<file path="config.mk">
export PLATFORM = sky130hd
export DESIGN_NAME = pdc_pin_conditioning
export DESIGN_NICKNAME = d
export VERILOG_FILES = /design/src/pdc_pkg.sv /design/src/pdc_pin_conditioning.sv
export SDC_FILE = /design/constraint.sdc
export NUM_CORES = 1
export LEC_CHECK = 0
export CORE_ASPECT_RATIO = 2
export CORE_MARGIN = 5
export CORE_UTILIZATION = 40
export DETAILED_ROUTE_END_ITERATION = 10
export DONT_BUFFER_PORTS = 1
export HOLD_SLACK_MARGIN = 0.05
export SLEW_MARGIN = 20
export SYNTH_ARGS = -nofsm -noshare
export SYNTH_HDL_FRONTEND = slang
export SYNTH_SLANG_ARGS = --single-unit
</file>
<file path="constraint.sdc">
create_clock -name clock -period 3 [get_ports clock]
set_input_delay 0.15 -clock clock [delete_from_list [all_inputs] [get_ports clock]]
set_output_delay 0.15 -clock clock [all_outputs]
set_load 0.01 [all_outputs]
</file>
<file path="src/pdc_pkg.sv">
// Constants, register map and mode codes for the digital pin conditioning block
package pdc_pkg;
   // Core clock rate and deglitch times
   localparam int CLK_MHZ      = 100;
   localparam int EN_DGL_US    = 8;
   localparam int ERR_DGL_US   = 15;
   localparam int WD_DGL_US    = 30;
   localparam int ADDR_DGL_US  = 8;
   localparam int MON_DGL0_US  = 4;
   localparam int MON_DGL1_US  = 8;
   localparam int MON_DGL2_US  = 16;
   localparam int MON_DGL3_US  = 32;
   localparam int CW           = 12;
   localparam logic [CW-1:0] EN_CYC   = CW'(EN_DGL_US * CLK_MHZ);
   localparam logic [CW-1:0] ERR_CYC  = CW'(ERR_DGL_US * CLK_MHZ);
   localparam logic [CW-1:0] WD_CYC   = CW'(WD_DGL_US * CLK_MHZ);
   localparam logic [CW-1:0] ADDR_CYC = CW'(ADDR_DGL_US * CLK_MHZ);
   localparam logic [CW-1:0] MON_CYC0 = CW'(MON_DGL0_US * CLK_MHZ);
   localparam logic [CW-1:0] MON_CYC1 = CW'(MON_DGL1_US * CLK_MHZ);
   localparam logic [CW-1:0] MON_CYC2 = CW'(MON_DGL2_US * CLK_MHZ);
   localparam logic [CW-1:0] MON_CYC3 = CW'(MON_DGL3_US * CLK_MHZ);
   // Register byte offsets
   localparam logic [4:0] PIN_CTRL_OFS   = 5'h00;
   localparam logic [4:0] OUT_CFG_OFS    = 5'h04;
   localparam logic [4:0] FILT_SEL_OFS   = 5'h08;
   localparam logic [4:0] LEVELS_OFS     = 5'h0C;
   localparam logic [4:0] EVT_STAT_OFS   = 5'h10;
   localparam logic [4:0] EVT_CLR_OFS    = 5'h14;
   localparam logic [4:0] EVT_EN_OFS     = 5'h18;
   // Pin control fields
   localparam int ERR_MODE_BIT  = 0;
   localparam int MON2_MODE_BIT = 1;
   localparam int MULTI_LSB     = 2;
   localparam int GPO_VAL_BIT   = 4;
   // Output config fields: open-drain, active-high, pull-up enable
   localparam int RST_CFG_LSB = 0;
   localparam int IRQ_CFG_LSB = 3;
   localparam int OD_BIT = 0;
   localparam int AH_BIT = 1;
   localparam int PU_BIT = 2;
   // Filter select fields
   localparam int MON1_SEL_LSB = 0;
   localparam int MON2_SEL_LSB = 2;
   // Reset values
   localparam logic [4:0] PIN_CTRL_RST = 5'h00;
   localparam logic [5:0] OUT_CFG_RST  = 6'h2D;
   localparam logic [3:0] FILT_SEL_RST = 4'h0;
   localparam int NFILT = 6;
   // Multipurpose pin modes
   typedef enum logic [1:0] {PDC_ADDR_IN, PDC_GPO_OUT, PDC_IRQ_OUT} pdc_multi_e;
endpackage

</file>
<file path="src/pdc_pin_conditioning.sv">
// Deglitch, gating, multiplexing and output drive of the supervisor's digital pins
//
// Implementation choices: the address map and register access over AXI4-Lite.
`timescale 1ns/1ps
`default_nettype none
// Behaviour
// - Error input filtered 15 us, pulled up
// - Alternative watchdog disable, filtered 30 us
// - Enable input filtered 8 us, pulled down
// - Enable works whenever supply is valid
// - Other inputs held until configuration read
// - Multipurpose input selects address, 8 us
// - Multipurpose pin as general output
// - Multipurpose pin as interrupt output
// - Monitor two pin as sync clock
// - Monitor deglitch time is programmable
// - Outputs open-drain/push-pull and either polarity
// - Open-drain pull-up only while output high
module pdc_pin_conditioning (
   input  wire  logic        clock,
   input  wire  logic        rstn,
   input  wire  logic        supplyValid,
   input  wire  logic        configLoaded,
   input  wire  logic        coreResetReq,
   input  wire  logic        coreIrqReq,
   input  wire  logic        enablePin,
   input  wire  logic        errorPin,
   input  wire  logic        monitorOnePin,
   input  wire  logic        monitorTwoPin,
   input  wire  logic        multiPinIn,
   output logic              enableLevel,
   output logic              errorLevel,
   output logic              watchdogDisable,
   output logic              monitorOneLevel,
   output logic              monitorTwoLevel,
   output logic              syncClockOut,
   output logic              busAddrSel,
   output logic              irq,
   output logic              resetPinOut,
   output logic              resetPinOeN,
   output logic              resetPinPullup,
   output logic              multiPinOut,
   output logic              multiPinOeN,
   output logic              multiPinPullup,
   input  wire  logic [4:0]  s_axi_awaddr,
   input  wire  logic        s_axi_awvalid,
   output logic              s_axi_awready,
   input  wire  logic [31:0] s_axi_wdata,
   input  wire  logic [3:0]  s_axi_wstrb,
   input  wire  logic        s_axi_wvalid,
   output logic              s_axi_wready,
   output logic [1:0]        s_axi_bresp,
   output logic              s_axi_bvalid,
   input  wire  logic        s_axi_bready,
   input  wire  logic [4:0]  s_axi_araddr,
   input  wire  logic        s_axi_arvalid,
   output logic              s_axi_arready,
   output logic [31:0]       s_axi_rdata,
   output logic [1:0]        s_axi_rresp,
   output logic              s_axi_rvalid,
   input  wire  logic        s_axi_rready
);
   import pdc_pkg::*;

   logic [4:0]      pinCtrl;
   logic [5:0]      outCfg;
   logic [3:0]      filtSel;
   logic [4:0]      evtStat;
   logic [4:0]      evtEn;
   logic [4:0]      syncA;
   logic [4:0]      syncB;
   logic [NFILT-1:0] filt;
   logic [NFILT-1:0] prevFilt;
   logic [NFILT-1:0] raw;
   logic [NFILT-1:0] run;
   logic [NFILT-1:0] filtRst;
   logic [CW-1:0]   flen [NFILT];
   logic            live;
   pdc_multi_e      multiMode;
   logic [4:0]      awAddr;
   logic [31:0]     wData;
   logic [3:0]      wStrb;
   logic            awHeld;
   logic            wHeld;
   logic            doWrite;
   logic [4:0]      clrMask;
   logic [4:0]      evtSet;
   logic            irqReqLevel;
   logic            gpoLevel;
   logic            rLvl;
   logic            mLvl;

   // Counters must hold the longest stable time, or a truncated length would make a filter accept early
   if (WD_DGL_US * CLK_MHZ >= 2 ** CW || MON_DGL3_US * CLK_MHZ >= 2 ** CW) begin : gWidthCheck
      $error("deglitch counter too narrow");
   end

   // Pin inputs come from the board, so two flops before any logic
   always_ff @(posedge clock or negedge rstn) begin
      if (!rstn) begin
         syncA <= 5'h00;
         syncB <= 5'h00;
      end else begin
         syncA <= {multiPinIn, monitorTwoPin, monitorOnePin, errorPin, enablePin};
         syncB <= syncA;
      end
   end

   // Supply and config status come from core logic on this clock
   assign live      = supplyValid & configLoaded;
   assign multiMode = pdc_multi_e'(pinCtrl[MULTI_LSB +: 2]);

   // Filter slots: enable, error, watchdog disable, monitor one, monitor two, address
   assign raw     = {syncB[4], syncB[3], syncB[2], syncB[1], syncB[1], syncB[0]};
   assign filtRst = 6'h02;                           // Error input idles high through its pull-up
   assign run[0]  = supplyValid;
   assign run[1]  = live & ~pinCtrl[ERR_MODE_BIT];
   assign run[2]  = live & pinCtrl[ERR_MODE_BIT];
   assign run[3]  = live;
   assign run[4]  = live & ~pinCtrl[MON2_MODE_BIT];
   assign run[5]  = live & (multiMode == PDC_ADDR_IN);

   function automatic logic [CW-1:0] monLen(input logic [1:0] sel);
      case (sel)
         2'h0:    monLen = MON_CYC0;
         2'h1:    monLen = MON_CYC1;
         2'h2:    monLen = MON_CYC2;
         default: monLen = MON_CYC3;
      endcase
   endfunction

   // Stable-time lengths per slot; monitor lengths follow software selection
   always_comb begin
      flen[0] = EN_CYC;
      flen[1] = ERR_CYC;
      flen[2] = WD_CYC;
      flen[3] = monLen(filtSel[MON1_SEL_LSB +: 2]);
      flen[4] = monLen(filtSel[MON2_SEL_LSB +: 2]);
      flen[5] = ADDR_CYC;
   end

   // One deglitch counter per slot; any return to the old level restarts it
   for (genvar g = 0; g < NFILT; g++) begin : gFilt
      logic [CW-1:0] cnt;
      always_ff @(posedge clock or negedge rstn) begin
         if (!rstn) begin
            cnt     <= '0;
            filt[g] <= (g == 1);
         end else if (!run[g]) begin
            cnt     <= '0;
            filt[g] <= filtRst[g];
         end else if (raw[g] == filt[g]) begin
            cnt <= '0;
         end else if (cnt == flen[g] - CW'(1)) begin
            cnt     <= '0;
            filt[g] <= raw[g];
         end else begin
            cnt <= cnt + CW'(1);
         end
      end
   end

   assign enableLevel     = filt[0];
   assign errorLevel      = filt[1];
   assign watchdogDisable = filt[2];
   assign monitorOneLevel = filt[3];
   assign monitorTwoLevel = filt[4];
   assign busAddrSel      = filt[5];

   // Sync clock has no deglitch: a filter would eat the clock itself
   always_ff @(posedge clock or negedge rstn) begin
      if (!rstn) begin
         syncClockOut <= 1'b0;
      end else begin
         syncClockOut <= live & pinCtrl[MON2_MODE_BIT] & syncB[3];
      end
   end

   // Event flags on any change of a filtered level except the address select; set beats clear
   assign evtSet = filt[4:0] ^ prevFilt[4:0];
   always_ff @(posedge clock or negedge rstn) begin
      if (!rstn) begin
         prevFilt <= 6'h02;
         evtStat  <= 5'h00;
         irq      <= 1'b0;
      end else begin
         prevFilt <= filt;
         evtStat  <= (evtStat & ~clrMask) | evtSet;
         irq      <= |(evtStat & evtEn);
      end
   end

   // Output pin drive: polarity first, then open-drain or push-pull
   assign irqReqLevel = irq | coreIrqReq;
   assign gpoLevel    = (multiMode == PDC_GPO_OUT) ? pinCtrl[GPO_VAL_BIT] : irqReqLevel;
   assign rLvl        = outCfg[RST_CFG_LSB + AH_BIT] ? coreResetReq : ~coreResetReq;
   assign mLvl        = outCfg[IRQ_CFG_LSB + AH_BIT] ? gpoLevel : ~gpoLevel;
   always_ff @(posedge clock or negedge rstn) begin
      if (!rstn) begin
         resetPinOut    <= 1'b0;
         resetPinOeN    <= 1'b0;
         resetPinPullup <= 1'b0;
         multiPinOut    <= 1'b0;
         multiPinOeN    <= 1'b1;
         multiPinPullup <= 1'b0;
      end else begin
         if (outCfg[RST_CFG_LSB + OD_BIT]) begin
            resetPinOut    <= 1'b0;
            resetPinOeN    <= rLvl;
            resetPinPullup <= rLvl & outCfg[RST_CFG_LSB + PU_BIT];
         end else begin
            resetPinOut    <= rLvl;
            resetPinOeN    <= 1'b0;
            resetPinPullup <= 1'b0;
         end
         if (multiMode == PDC_ADDR_IN || multiMode > PDC_IRQ_OUT) begin
            multiPinOut    <= 1'b0;
            multiPinOeN    <= 1'b1;
            multiPinPullup <= 1'b0;
         end else if (outCfg[IRQ_CFG_LSB + OD_BIT]) begin
            multiPinOut    <= 1'b0;
            multiPinOeN    <= mLvl;
            multiPinPullup <= mLvl & outCfg[IRQ_CFG_LSB + PU_BIT];
         end else begin
            multiPinOut    <= mLvl;
            multiPinOeN    <= 1'b0;
            multiPinPullup <= 1'b0;
         end
      end
   end

   // Write channel: address and data taken in either order, held until both
   assign doWrite = awHeld & wHeld & ~s_axi_bvalid;
   always_ff @(posedge clock or negedge rstn) begin
      if (!rstn) begin
         awHeld        <= 1'b0;
         wHeld         <= 1'b0;
         awAddr        <= 5'h00;
         wData         <= 32'h0000_0000;
         wStrb         <= 4'h0;
         s_axi_awready <= 1'b0;
         s_axi_wready  <= 1'b0;
         s_axi_bvalid  <= 1'b0;
         s_axi_bresp   <= 2'h0;
      end else begin
         s_axi_awready <= ~awHeld & ~(s_axi_awvalid & s_axi_awready) & ~s_axi_bvalid;
         s_axi_wready  <= ~wHeld & ~(s_axi_wvalid & s_axi_wready) & ~s_axi_bvalid;
         if (s_axi_awvalid && s_axi_awready) begin
            awHeld <= 1'b1;
            awAddr <= s_axi_awaddr;
         end
         if (s_axi_wvalid && s_axi_wready) begin
            wHeld <= 1'b1;
            wData <= s_axi_wdata;
            wStrb <= s_axi_wstrb;
         end
         if (doWrite) begin
            awHeld       <= 1'b0;
            wHeld        <= 1'b0;
            s_axi_bvalid <= 1'b1;
            s_axi_bresp  <= (awAddr[1:0] == 2'h0 && awAddr <= EVT_EN_OFS) ? 2'h0 : 2'h2;
         end else if (s_axi_bready) begin
            s_axi_bvalid <= 1'b0;
         end
      end
   end

   // Register stores; all fields sit in byte lane 0
   assign clrMask = (doWrite && awAddr == EVT_CLR_OFS && wStrb[0]) ? wData[4:0] : 5'h00;
   always_ff @(posedge clock or negedge rstn) begin
      if (!rstn) begin
         pinCtrl <= PIN_CTRL_RST;
         outCfg  <= OUT_CFG_RST;
         filtSel <= FILT_SEL_RST;
         evtEn   <= 5'h00;
      end else if (doWrite && wStrb[0]) begin
         unique case (awAddr)
            PIN_CTRL_OFS: pinCtrl <= wData[4:0];
            OUT_CFG_OFS:  outCfg  <= wData[5:0];
            FILT_SEL_OFS: filtSel <= wData[3:0];
            EVT_EN_OFS:   evtEn   <= wData[4:0];
            default:      ;
         endcase
      end
   end

   // Read channel: one read at a time, answer the cycle after acceptance
   always_ff @(posedge clock or negedge rstn) begin
      if (!rstn) begin
         s_axi_arready <= 1'b0;
         s_axi_rvalid  <= 1'b0;
         s_axi_rdata   <= 32'h0000_0000;
         s_axi_rresp   <= 2'h0;
      end else begin
         s_axi_arready <= ~s_axi_rvalid & ~(s_axi_arvalid & s_axi_arready);
         if (s_axi_arvalid && s_axi_arready) begin
            s_axi_rvalid <= 1'b1;
            s_axi_rresp  <= 2'h0;
            case (s_axi_araddr)
               PIN_CTRL_OFS: s_axi_rdata <= {27'h0, pinCtrl};
               OUT_CFG_OFS:  s_axi_rdata <= {26'h0, outCfg};
               FILT_SEL_OFS: s_axi_rdata <= {28'h0, filtSel};
               LEVELS_OFS:   s_axi_rdata <= {24'h0, live, syncClockOut, filt};
               EVT_STAT_OFS: s_axi_rdata <= {27'h0, evtStat};
               EVT_CLR_OFS:  s_axi_rdata <= 32'h0000_0000;
               EVT_EN_OFS:   s_axi_rdata <= {27'h0, evtEn};
               default: begin
                  s_axi_rdata <= 32'h0000_0000;
                  s_axi_rresp <= 2'h2;
               end
            endcase
         end else if (s_axi_rready) begin
            s_axi_rvalid <= 1'b0;
         end
      end
   end
endmodule
`default_nettype wire

</file>
## Word-level counts from Yosys, hierarchy flattened

Cells that the tools add are included.

| operators by class | value |
|---|---|
| $add $sub $neg | 8 |
| $lt $le $gt $ge | 2 |
| equality and inequality tests | 39 |
| mux-type cells | 62 |
| bitwise operators | 36 |
| reduce and logical (&&, ||, !) cells | 30 |

Operator list:

| cell | count |
|---|---|
| $mux W12 | 18 |
| $add A12 B1 Y12 const B | 6 |
| $pmux W12 S3 | 2 |
| $pmux W8 S6 | 1 |
| $mux W1 | 38 |
| $eq A5 B5 Y1 const B | 5 |
| $eq A12 B10 Y1 const B | 2 |
| $eq A12 B12 Y1 | 2 |
| $sub A12 B1 Y12 const B | 2 |
| $reduce_and A2 Y1 | 10 |
| $and A1 B1 Y1 | 19 |
| $eq A5 B4 Y1 const B | 3 |
| $eq A12 B11 Y1 const B | 1 |
| $eq A12 B12 Y1 const B | 1 |
| $ne A2 B1 Y1 const B | 6 |
| $ne A2 B2 Y1 const B | 6 |
| $not A1 Y1 | 11 |
| $and A5 B5 Y5 | 2 |
| $eq A5 B3 Y1 const B | 2 |
| $logic_not A5 Y1 | 2 |
| $logic_not A2 Y1 | 4 |
| $reduce_bool A2 Y1 | 4 |
| $logic_and A1 B1 Y1 | 7 |
| $reduce_or A7 Y1 | 1 |
| other kinds (13) | 22 |

| storage, ports and cells | value |
|---|---|
| bits in registers | 181 |
| bits of input ports | 62 |
| output and inout bits | 55 |
| logic and storage cells | 218 |

## Logic depth before layout (Yosys ltp)

Gate-level depths: netlist of run 1.

| depth | value |
|---|---|
| word-level depth | 8 |
| mapped depth | 9 |

## Least setup slack after synthesis of run 1

Ideal clock, no wire load.

| timing path | value |
|---|---|
| path kind | reg-to-reg |
| start | register filtSel[0] |
| end | register gFilt[3].cnt[10] |
| setup time | 0.136 ns |
| arrival time | 1.952 ns |
| data required time | 2.864 ns |
| path slack | 0.911 ns |
| cell stages (with the launch flop) | 10 |
| path buffers | 1 |
| clock period less this slack | 2.089 ns |
| path through | dfrtp_1 inv_1 ha_1 inv_1 ha_1 xor2_1 o211ai_1 nor3_1 clkbuf_1 nor3_1 |

| between the ends | value |
|---|---|
| cells in the longest elaborated chain, start to end | 7 |

Ends and longest elaborated chain:

| element | line | source |
|---|---|---|
| start, declared | pdc_pin_conditioning.sv:67 | `logic [3:0] filtSel;` |
| start signal, assigned | pdc_pin_conditioning.sv:280 | `FILT_SEL_OFS: filtSel <= wData[3:0];` |
| $eq A2 B2 Y1, or another cell as far along | pdc_pin_conditioning.sv:124 | `case (sel)` |
| $pmux W12 S3 * | pdc_pin_conditioning.sv:124 |  |
| $sub A12 B1 Y12 * | pdc_pin_conditioning.sv:154 | `end else if (cnt == flen[g] - CW'(1)) begin` |
| $eq A12 B12 Y1 * | pdc_pin_conditioning.sv:154 |  |
| $mux W12 * | pdc_pin_conditioning.sv:154 |  |
| $mux W12 * | pdc_pin_conditioning.sv:152 | `end else if (raw[g] == filt[g]) begin` |
| $mux W12 * | pdc_pin_conditioning.sv:149 | `end else if (!run[g]) begin` |
| end signal, assigned | pdc_pin_conditioning.sv:158 | `cnt <= cnt + CW'(1);` |
| end, declared | pdc_pin_conditioning.sv:144 | `logic [CW-1:0] cnt;` |

Every way passes the cells marked *; elsewhere a longest branch is shown, timed or not.
A chain may end at the register's enable or synchronous reset.

## Worst setup path in the final report of run 1

| timing path | value |
|---|---|
| start | register gFilt[1].cnt[0] |
| end | register gFilt[1].cnt[4] |

| between the ends | value |
|---|---|
| cells in the longest elaborated chain, start to end | 4 |

Ends and longest elaborated chain:

| element | line |
|---|---|
| start, declared | pdc_pin_conditioning.sv:144 |
| start signal, assigned | pdc_pin_conditioning.sv:158 |
| $add A12 B1 Y12 or $eq A12 B11 Y1 (tied branches) | pdc_pin_conditioning.sv:158, pdc_pin_conditioning.sv:154 |
| $mux W12 * | pdc_pin_conditioning.sv:154 |
| $mux W12 * | pdc_pin_conditioning.sv:152 |
| $mux W12 * | pdc_pin_conditioning.sv:149 |

Marks and branches as above.

==> results of run 1 <==
[repair_timing]
| item | CTS | global route |
|---|---|---|
| setup endpoints to repair | 0 | 0 |
| endpoints found under the hold margin | 185 | 155 |
| gates resized for setup | 0 | 0 |
[state kept, by name (all words and copies together) (netlist names), 4 cells and up]
name and count:
awAddr 5, syncB 5, wData 6, prevFilt 5, evtEn 5, syncA 5, outCfg 6, filtSel 4
gFilt.cnt 72, pinCtrl 5, s_axi_rdata 8, evtStat 5
[logic make-up after synthesis]
logic type               count (synthesis)
AND/OR/NAND/NOR                        256
flip-flops                             155
XOR/XNOR                                80
buffers and inverters                   69
multiplexers                            47
AO/OA/AOI/OAI                           46
adder cells (fa/ha/maj)                 18
other                                    1
[cells in the final DEF (no fill, tap or decap), types with 14 or more instances in the layout]
cell type / n
xnor2_1: 52
nand4_1: 14
conb_1: 26
dfrtp_1: 148
nor2_1: 79
nand2_1: 49
clkbuf_16: 17
mux2_2: 32
nor3_1: 37
inv_1: 27
xor2_1: 28
dlygate4sd3_1: 29
nand3_1: 29
ha_1: 18
[through the flow]
step	cell area (um2)	hold slack, ps
2_1_floorplan	7431	-145.6
3_3_place_gp	7443	-137.7
3_5_place_dp	7443	-137.3
4_1_cts	8366	-596.3
5_1_grt	8366	-607.2
6_report	8366	-579.9
[cell type report]
cell class,count,share of cell area (%)
clock buffers,19,5.414
clock inverters,13,2.139
inverters,27,1.211
multi-input cells,473,37.89
flip-flops and latches,155,46.47
well taps,216,3.231
repair buffers,31,3.649
[where the power goes]
group,switching [uW],internal (uW)
Combinational,404,487
Clock,887,1370
Sequential,366,2420
[path summary, 6_finish.rpt]
check,start,to,slack [ps]
worst max-delay path,gFilt[1].cnt[0]$_DFF_PN0_,gFilt[1].cnt[4]$_DFF_PN0_,740
worst min-delay path,rstn,s_axi_awready$_DFF_PN0_,-580
worst max register to register,gFilt[1].cnt[0]$_DFF_PN0_,gFilt[1].cnt[4]$_DFF_PN0_,740
worst min register to register,syncA[3]$_DFF_PN0_,syncB[3]$_DFF_PN0_,350
max in group asynchronous,rstn,outCfg[3]$_DFFE_PN1P_,3310
min in group clock,s_axi_araddr[4],s_axi_rdata[5]$_DFFE_PN0P_,60
[per-layer routing]
layer,wire [um],part of all wire (%),vias up,global-route usage (%)
met4,481,3.1,0,7.179
met3,712,4.6,22,3.724
met5,0,0,-,0
met2,8688,56,113,28.95
li1,-,-,2321,-
met1,5613,36,2430,15.65
[worst register-to-register path, cell delays in order, from the launching register on]
cell,delay [ps]
dfrtp_1,380
ha_1,240
or4b_2,590
nor4_1,370
nand3b_1,430
nor2_1,120
==> metrics.txt, run 1 <==
max_slew headroom=62.74%; TritonRoute pass-1 iters=4; gr usage total=15.40%; Placed Cells=873; Synthesis Warnings=0; R2R depth=5; Worst Setup Start Kind=flip-flop; clock tree buffer depth=2; Ports=117; Fmax=441.5 MHz; Die W=105.8 um; pre-CTS WS=782.8 ps; CP cell instances=ha_1 > or4b_2 > nor4_1 > nand3b_1 > nor2_1; Finished Layout Cells=934; WP data required=3290 ps; First DRT Iteration DRCs=152; Post-Synth Adder-Cell Area=3.070%; outcome=finished with violations; Final Worst Setup Slack=735.0 ps; Static Leak=0.003524 uW; worst-path fanout max=12; area share of and/or/nand/nor cells after synthesis=16.93%; Netlist Area Pre-Place=7337 um2; vias per inst=5.231; Cells after Synth=672; largest net degree at the start of global routing=156; Final Hold Fails=155; ys flop type=dfrtp_1; Final Slew Violations=0; Synth area leader=dfrtp_1; row cnt=70; Final ANT Viol Nets=0; WL final=15500 um; sequential area share after synthesis=52.98%; root buf cell=clkbuf_16; register area=3887 um2; crit-path max cell delay=590 ps; filler cell count=1681; CP max-delay cell=or4b_2; Clock Latency Late Sink=420 ps; main combinational cell family by area after synthesis=simple AND/OR/NAND/NOR gates; overflow left after global routing=0; Die Ht=201.5 um; RSZ-0062 raised after global routing=false; Post-DP HPWL=11280 um; clk sinks=155; Tmin final=2265 ps; die area=21310 um2; FF+latch count, synth=155; most frequent cell after synthesis=dfrtp_1; total power=5936 uW; initial antenna violation count=0; CTS Buf Count=17; Distinct cells, synth=54; Final setup viols=0; synth-to-layout area growth=14.02%; buffers added on ports=0; Power per Cell Area=709.6 nW/um2; CP delay by family, top=simple AND/OR/NAND/NOR gates; CTS clock-pin slew for the worst setup and hold paths=60 ps; Hold-fix buffers, CTS=29; worst-margin pin slew=557.6 ps; Setup Skew=9.143 ps; routed via count=4886; number of flops mapped to enable cells by yosys=0; crit path capture type=flip-flop; starting density of the core=40.27%; ys async rst share=100.0%; Fin Hold WS=-579.9 ps; area occupied by multi-input gates=3169 um2; TritonCTS clock tree=done; # Post-CTS Setup Buffers=0; Core Box Area=18220 um2; Routability Congestion=0.8222; Hold Crit Class=in -> async; Synth top area share=50.48%; failing checks=negative hold slack; synthesized area per cell=10.92 um2; mux share of post-synthesis cell area=7.640%; Buf+Inv Stages, Crit Path=0; arrival time worst endpoint=2550 ps; drt drc=0; largest cells by area after synthesis=dfrtp_1, xnor2_1, mux2_2, nor2_1, xor2_1; critical path depth=5; Core Util, Final=45.92%; layout cells sized above 1=11.70%; Wirelength per Cell=16.59 um; Antenna diodes=0; worst vdd ir=0.3145 mV; fin nets=785; critical path class=reg -> reg; XOR/XNOR Fraction of Synth Area=9.550%; Compound-Gate Fraction of Synth Area=4.673%; vias in the first global route=5252; global-route wire length before repair=26140 um; setup TNS=0 ps; period utilisation layout=75.50%; max-cap violations=0; synth cell count leaders=dfrtp_1, nor2_1, xnor2_1; H-tree depth=4
Power figures use the tool's default switching activity.
==> run 2, diff against run 1 <==
==> constraint.sdc (replaced) <==
create_clock -name clock -period 2.25 [get_ports clock]
set_input_delay 0.1125 -clock clock [delete_from_list [all_inputs] [get_ports clock]]
set_output_delay 0.1125 -clock clock [all_outputs]
set_load 0.01 [all_outputs]
==> run 2 against run 1 <==
Global-route usage increased by 0.21 points; final area down 0.13%; clock power grew 15%; largest power group unchanged; hold slack got worse by 32 ps; clock-buffer cell count rose by 3; wire length rose by 1.8%; the flow still finishes with violations (negative hold slack); critical path depth grew 1; clock skew decreased by 0.61 ps; first-iteration DRC count increased by 23%; final cell count grew 0.96%; core utilization is 0.062 points lower.
==> metrics.txt, run 2 (synthesis gave the netlist of run 1 again) <==
Post-DP HPWL=11480 um (+1.8%); RSZ-0062 raised after global routing=false; TritonRoute pass-1 iters=4 (unchanged); starting density of the core=40.27% (unchanged); global-route wire length before repair=26320 um (+0.66%); fin nets=794 (+1.1%); clk sinks=155 (unchanged); worst vdd ir=0.4168 mV (+33%); Power per Cell Area=904.4 nW/um2 (+27%); worst-margin pin slew=557.3 ps (-0.2229 ps); Die Ht=201.5 um (unchanged); Tmin final=2106 ps; Ports=117 (unchanged); Routability Congestion=0.8264 (+0.51%); filler cell count=1638 (-2.6%); row cnt=70 (unchanged); arrival time worst endpoint=2470 ps (-80 ps); clock tree buffer depth=2 (unchanged); H-tree depth=4 (unchanged); WL final=15780 um (+1.8%); routed via count=4919 (+0.68%); WP data required=2610 ps (-680 ps); Finished Layout Cells=943 (+0.96%); Hold Crit Class=in -> async; crit path capture type=flip-flop; buffers added on ports=0 (unchanged); Die W=105.8 um (unchanged); GRT busiest layer=met2; combinational group share of total power=16.5% (+1.5 points); Final setup viols=0 (unchanged); First DRT Iteration DRCs=187 (+23%); gr usage total=15.60% (+0.21 points); GR Util met1=16.04% (+0.39 points); commonest non-fill, non-tap cell in the layout=dfrtp_1; most frequent cells in the layout=dfrtp_1, nor2_1, xnor2_1, nand2_1, nor3_1; Final Hold Fails=155 (unchanged); vias per inst=5.216 (-0.29%); setup TNS=0 ps (unchanged); Static Leak=0.003524 uW (about the same); Final ANT Viol Nets=0 (unchanged); Placed Cells=879 (+0.69%); failing checks=negative hold slack; CTS clock-pin slew for the worst setup and hold paths=60 ps (about the same); CTS Buf Count=17 (unchanged); max FFs per register=72 (unchanged); worst-path fanout max=5 (-7); Clock Latency Late Sink=420 ps (about the same); Worst Setup Start Kind=input port; Regs by FF count=gFilt.cnt (72), s_axi_rdata (8); initial antenna violation count=0 (unchanged); outcome=finished with violations; overflow left after global routing=0 (unchanged); pre-CTS WS=106.8 ps (-676.0 ps); vias in the first global route=5206 (-0.88%); Antenna diodes=0 (unchanged); largest net degree at the start of global routing=156 (unchanged); Sw Share=28.92% (+1.0 points); TritonCTS clock tree=done; Seq pwr share=49.2% (+2.3 points); Clock Power Share=34.3% (-3.8 points); P_sw=2185 uW (+32%); max_slew headroom=62.76% (about the same); layout cells sized above 1=12.24% (+0.54 points); die area=21310 um2 (unchanged); period utilisation layout=93.62%; drt drc=0 (unchanged); Internal=5371 uW (+26%); register bank with the most flops=gFilt.cnt; Wirelength per Cell=16.73 um (+0.84%); root buf cell=clkbuf_16; Hold-fix buffers, CTS=31 (+6.9%); Core Box Area=18220 um2 (unchanged); Fmax=474.7 MHz; Fin Hold WS=-612.2 ps (-32.24 ps); met2 Track Usage GR=29.20% (+0.25 points); Setup Skew=8.529 ps (-0.6141 ps); critical path class=in -> reg; Final Worst Setup Slack=143.6 ps (-591.4 ps); Final Slew Violations=0 (unchanged); met3 Use GR=3.692% (-0.032 points); Core Util, Final=45.86% (-0.062 points); synth-to-layout area growth=13.86%; max-cap violations=0 (unchanged)
-- run 2: cell type report --
| class | instances | area (um2) | share of cell area [%] |
|---|---|---|---|
| Sequential cell | 155 | 3887 | 46.53 |
| Timing Repair Buffer | 40 | 390.4 | 4.673 |
| Tap cell | 216 | 270.3 | 3.235 |
| Multi-Input combinational cell | 473 | 3172 | 37.97 |
| Clock buffer | 22 | 464.2 | 5.556 |
| Inverter | 27 | 101.3 | 1.213 |
| Clock inverter | 10 | 68.82 | 0.8237 |
-- run 2: critical path, stage by stage --
cell	delay, ps
dlygate4sd3_1	580
nor2_2	160
nand3b_1	210
dlygate4sd3_1	620
o31ai_1	220
dlygate4sd3_1	570
-- run 2: final timing paths --
kind,from,endpoint,slack (ps),depth (start not counted)
setup / recovery,s_axi_araddr[0],s_axi_rdata[5]$_DFFE_PN0P_,140,6
min in group clock,s_axi_araddr[1],s_axi_rdata[0]$_DFFE_PN0P_,60,3
setup reg to reg,filtSel[3]$_DFFE_PN0P_,gFilt[4].cnt[8]$_DFF_PN0_,170,4
hold / removal,rstn,s_axi_awready$_DFF_PN0_,-610,0
max in group asynchronous,rstn,outCfg[3]$_DFFE_PN1P_,2580,0
hold reg to reg,syncA[1]$_DFF_PN0_,syncB[1]$_DFF_PN0_,340,0
-- run 2: repair_timing --
item / in CTS / in global routing
buffers inserted: 0 / 1
resized for setup: 0 / 1
setup endpoints to repair: 0 / 13
hold endpoints to repair: 189 / 155
-- run 2: per-stage QoR --
step,power [uW],instance area (um2),hold slack (ps)
global placement,4894,7488,-174.9
global route,7926,8354,-634.9
detailed placement,4981,7488,-175.2
CTS,7646,8332,-627.0
floorplan,4588,7431,-183.1
finish,7555,8354,-612.2
-- run 2: per-layer routing --
metal / vias to the layer above / share of wire, %
met3: 24 / 4.6
met4: 0 / 2.7
met2: 102 / 57
li1: 2326 / -
met5: - / 0
met1: 2467 / 36
-- run 2: power groups by stage --
| stage | sequential, uW | combinational, uW | clock [uW] |
|---|---|---|---|
| 3_5_place_dp | 3780 | 1200 | 0 |
| 5_1_grt | 3770 | 1390 | 2770 |
| 6_report | 3720 | 1250 | 2590 |
| 3_3_place_gp | 3750 | 1140 | 0 |
| 4_1_cts | 3730 | 1260 | 2660 |
| 2_1_floorplan | 3570 | 1020 | 0 |
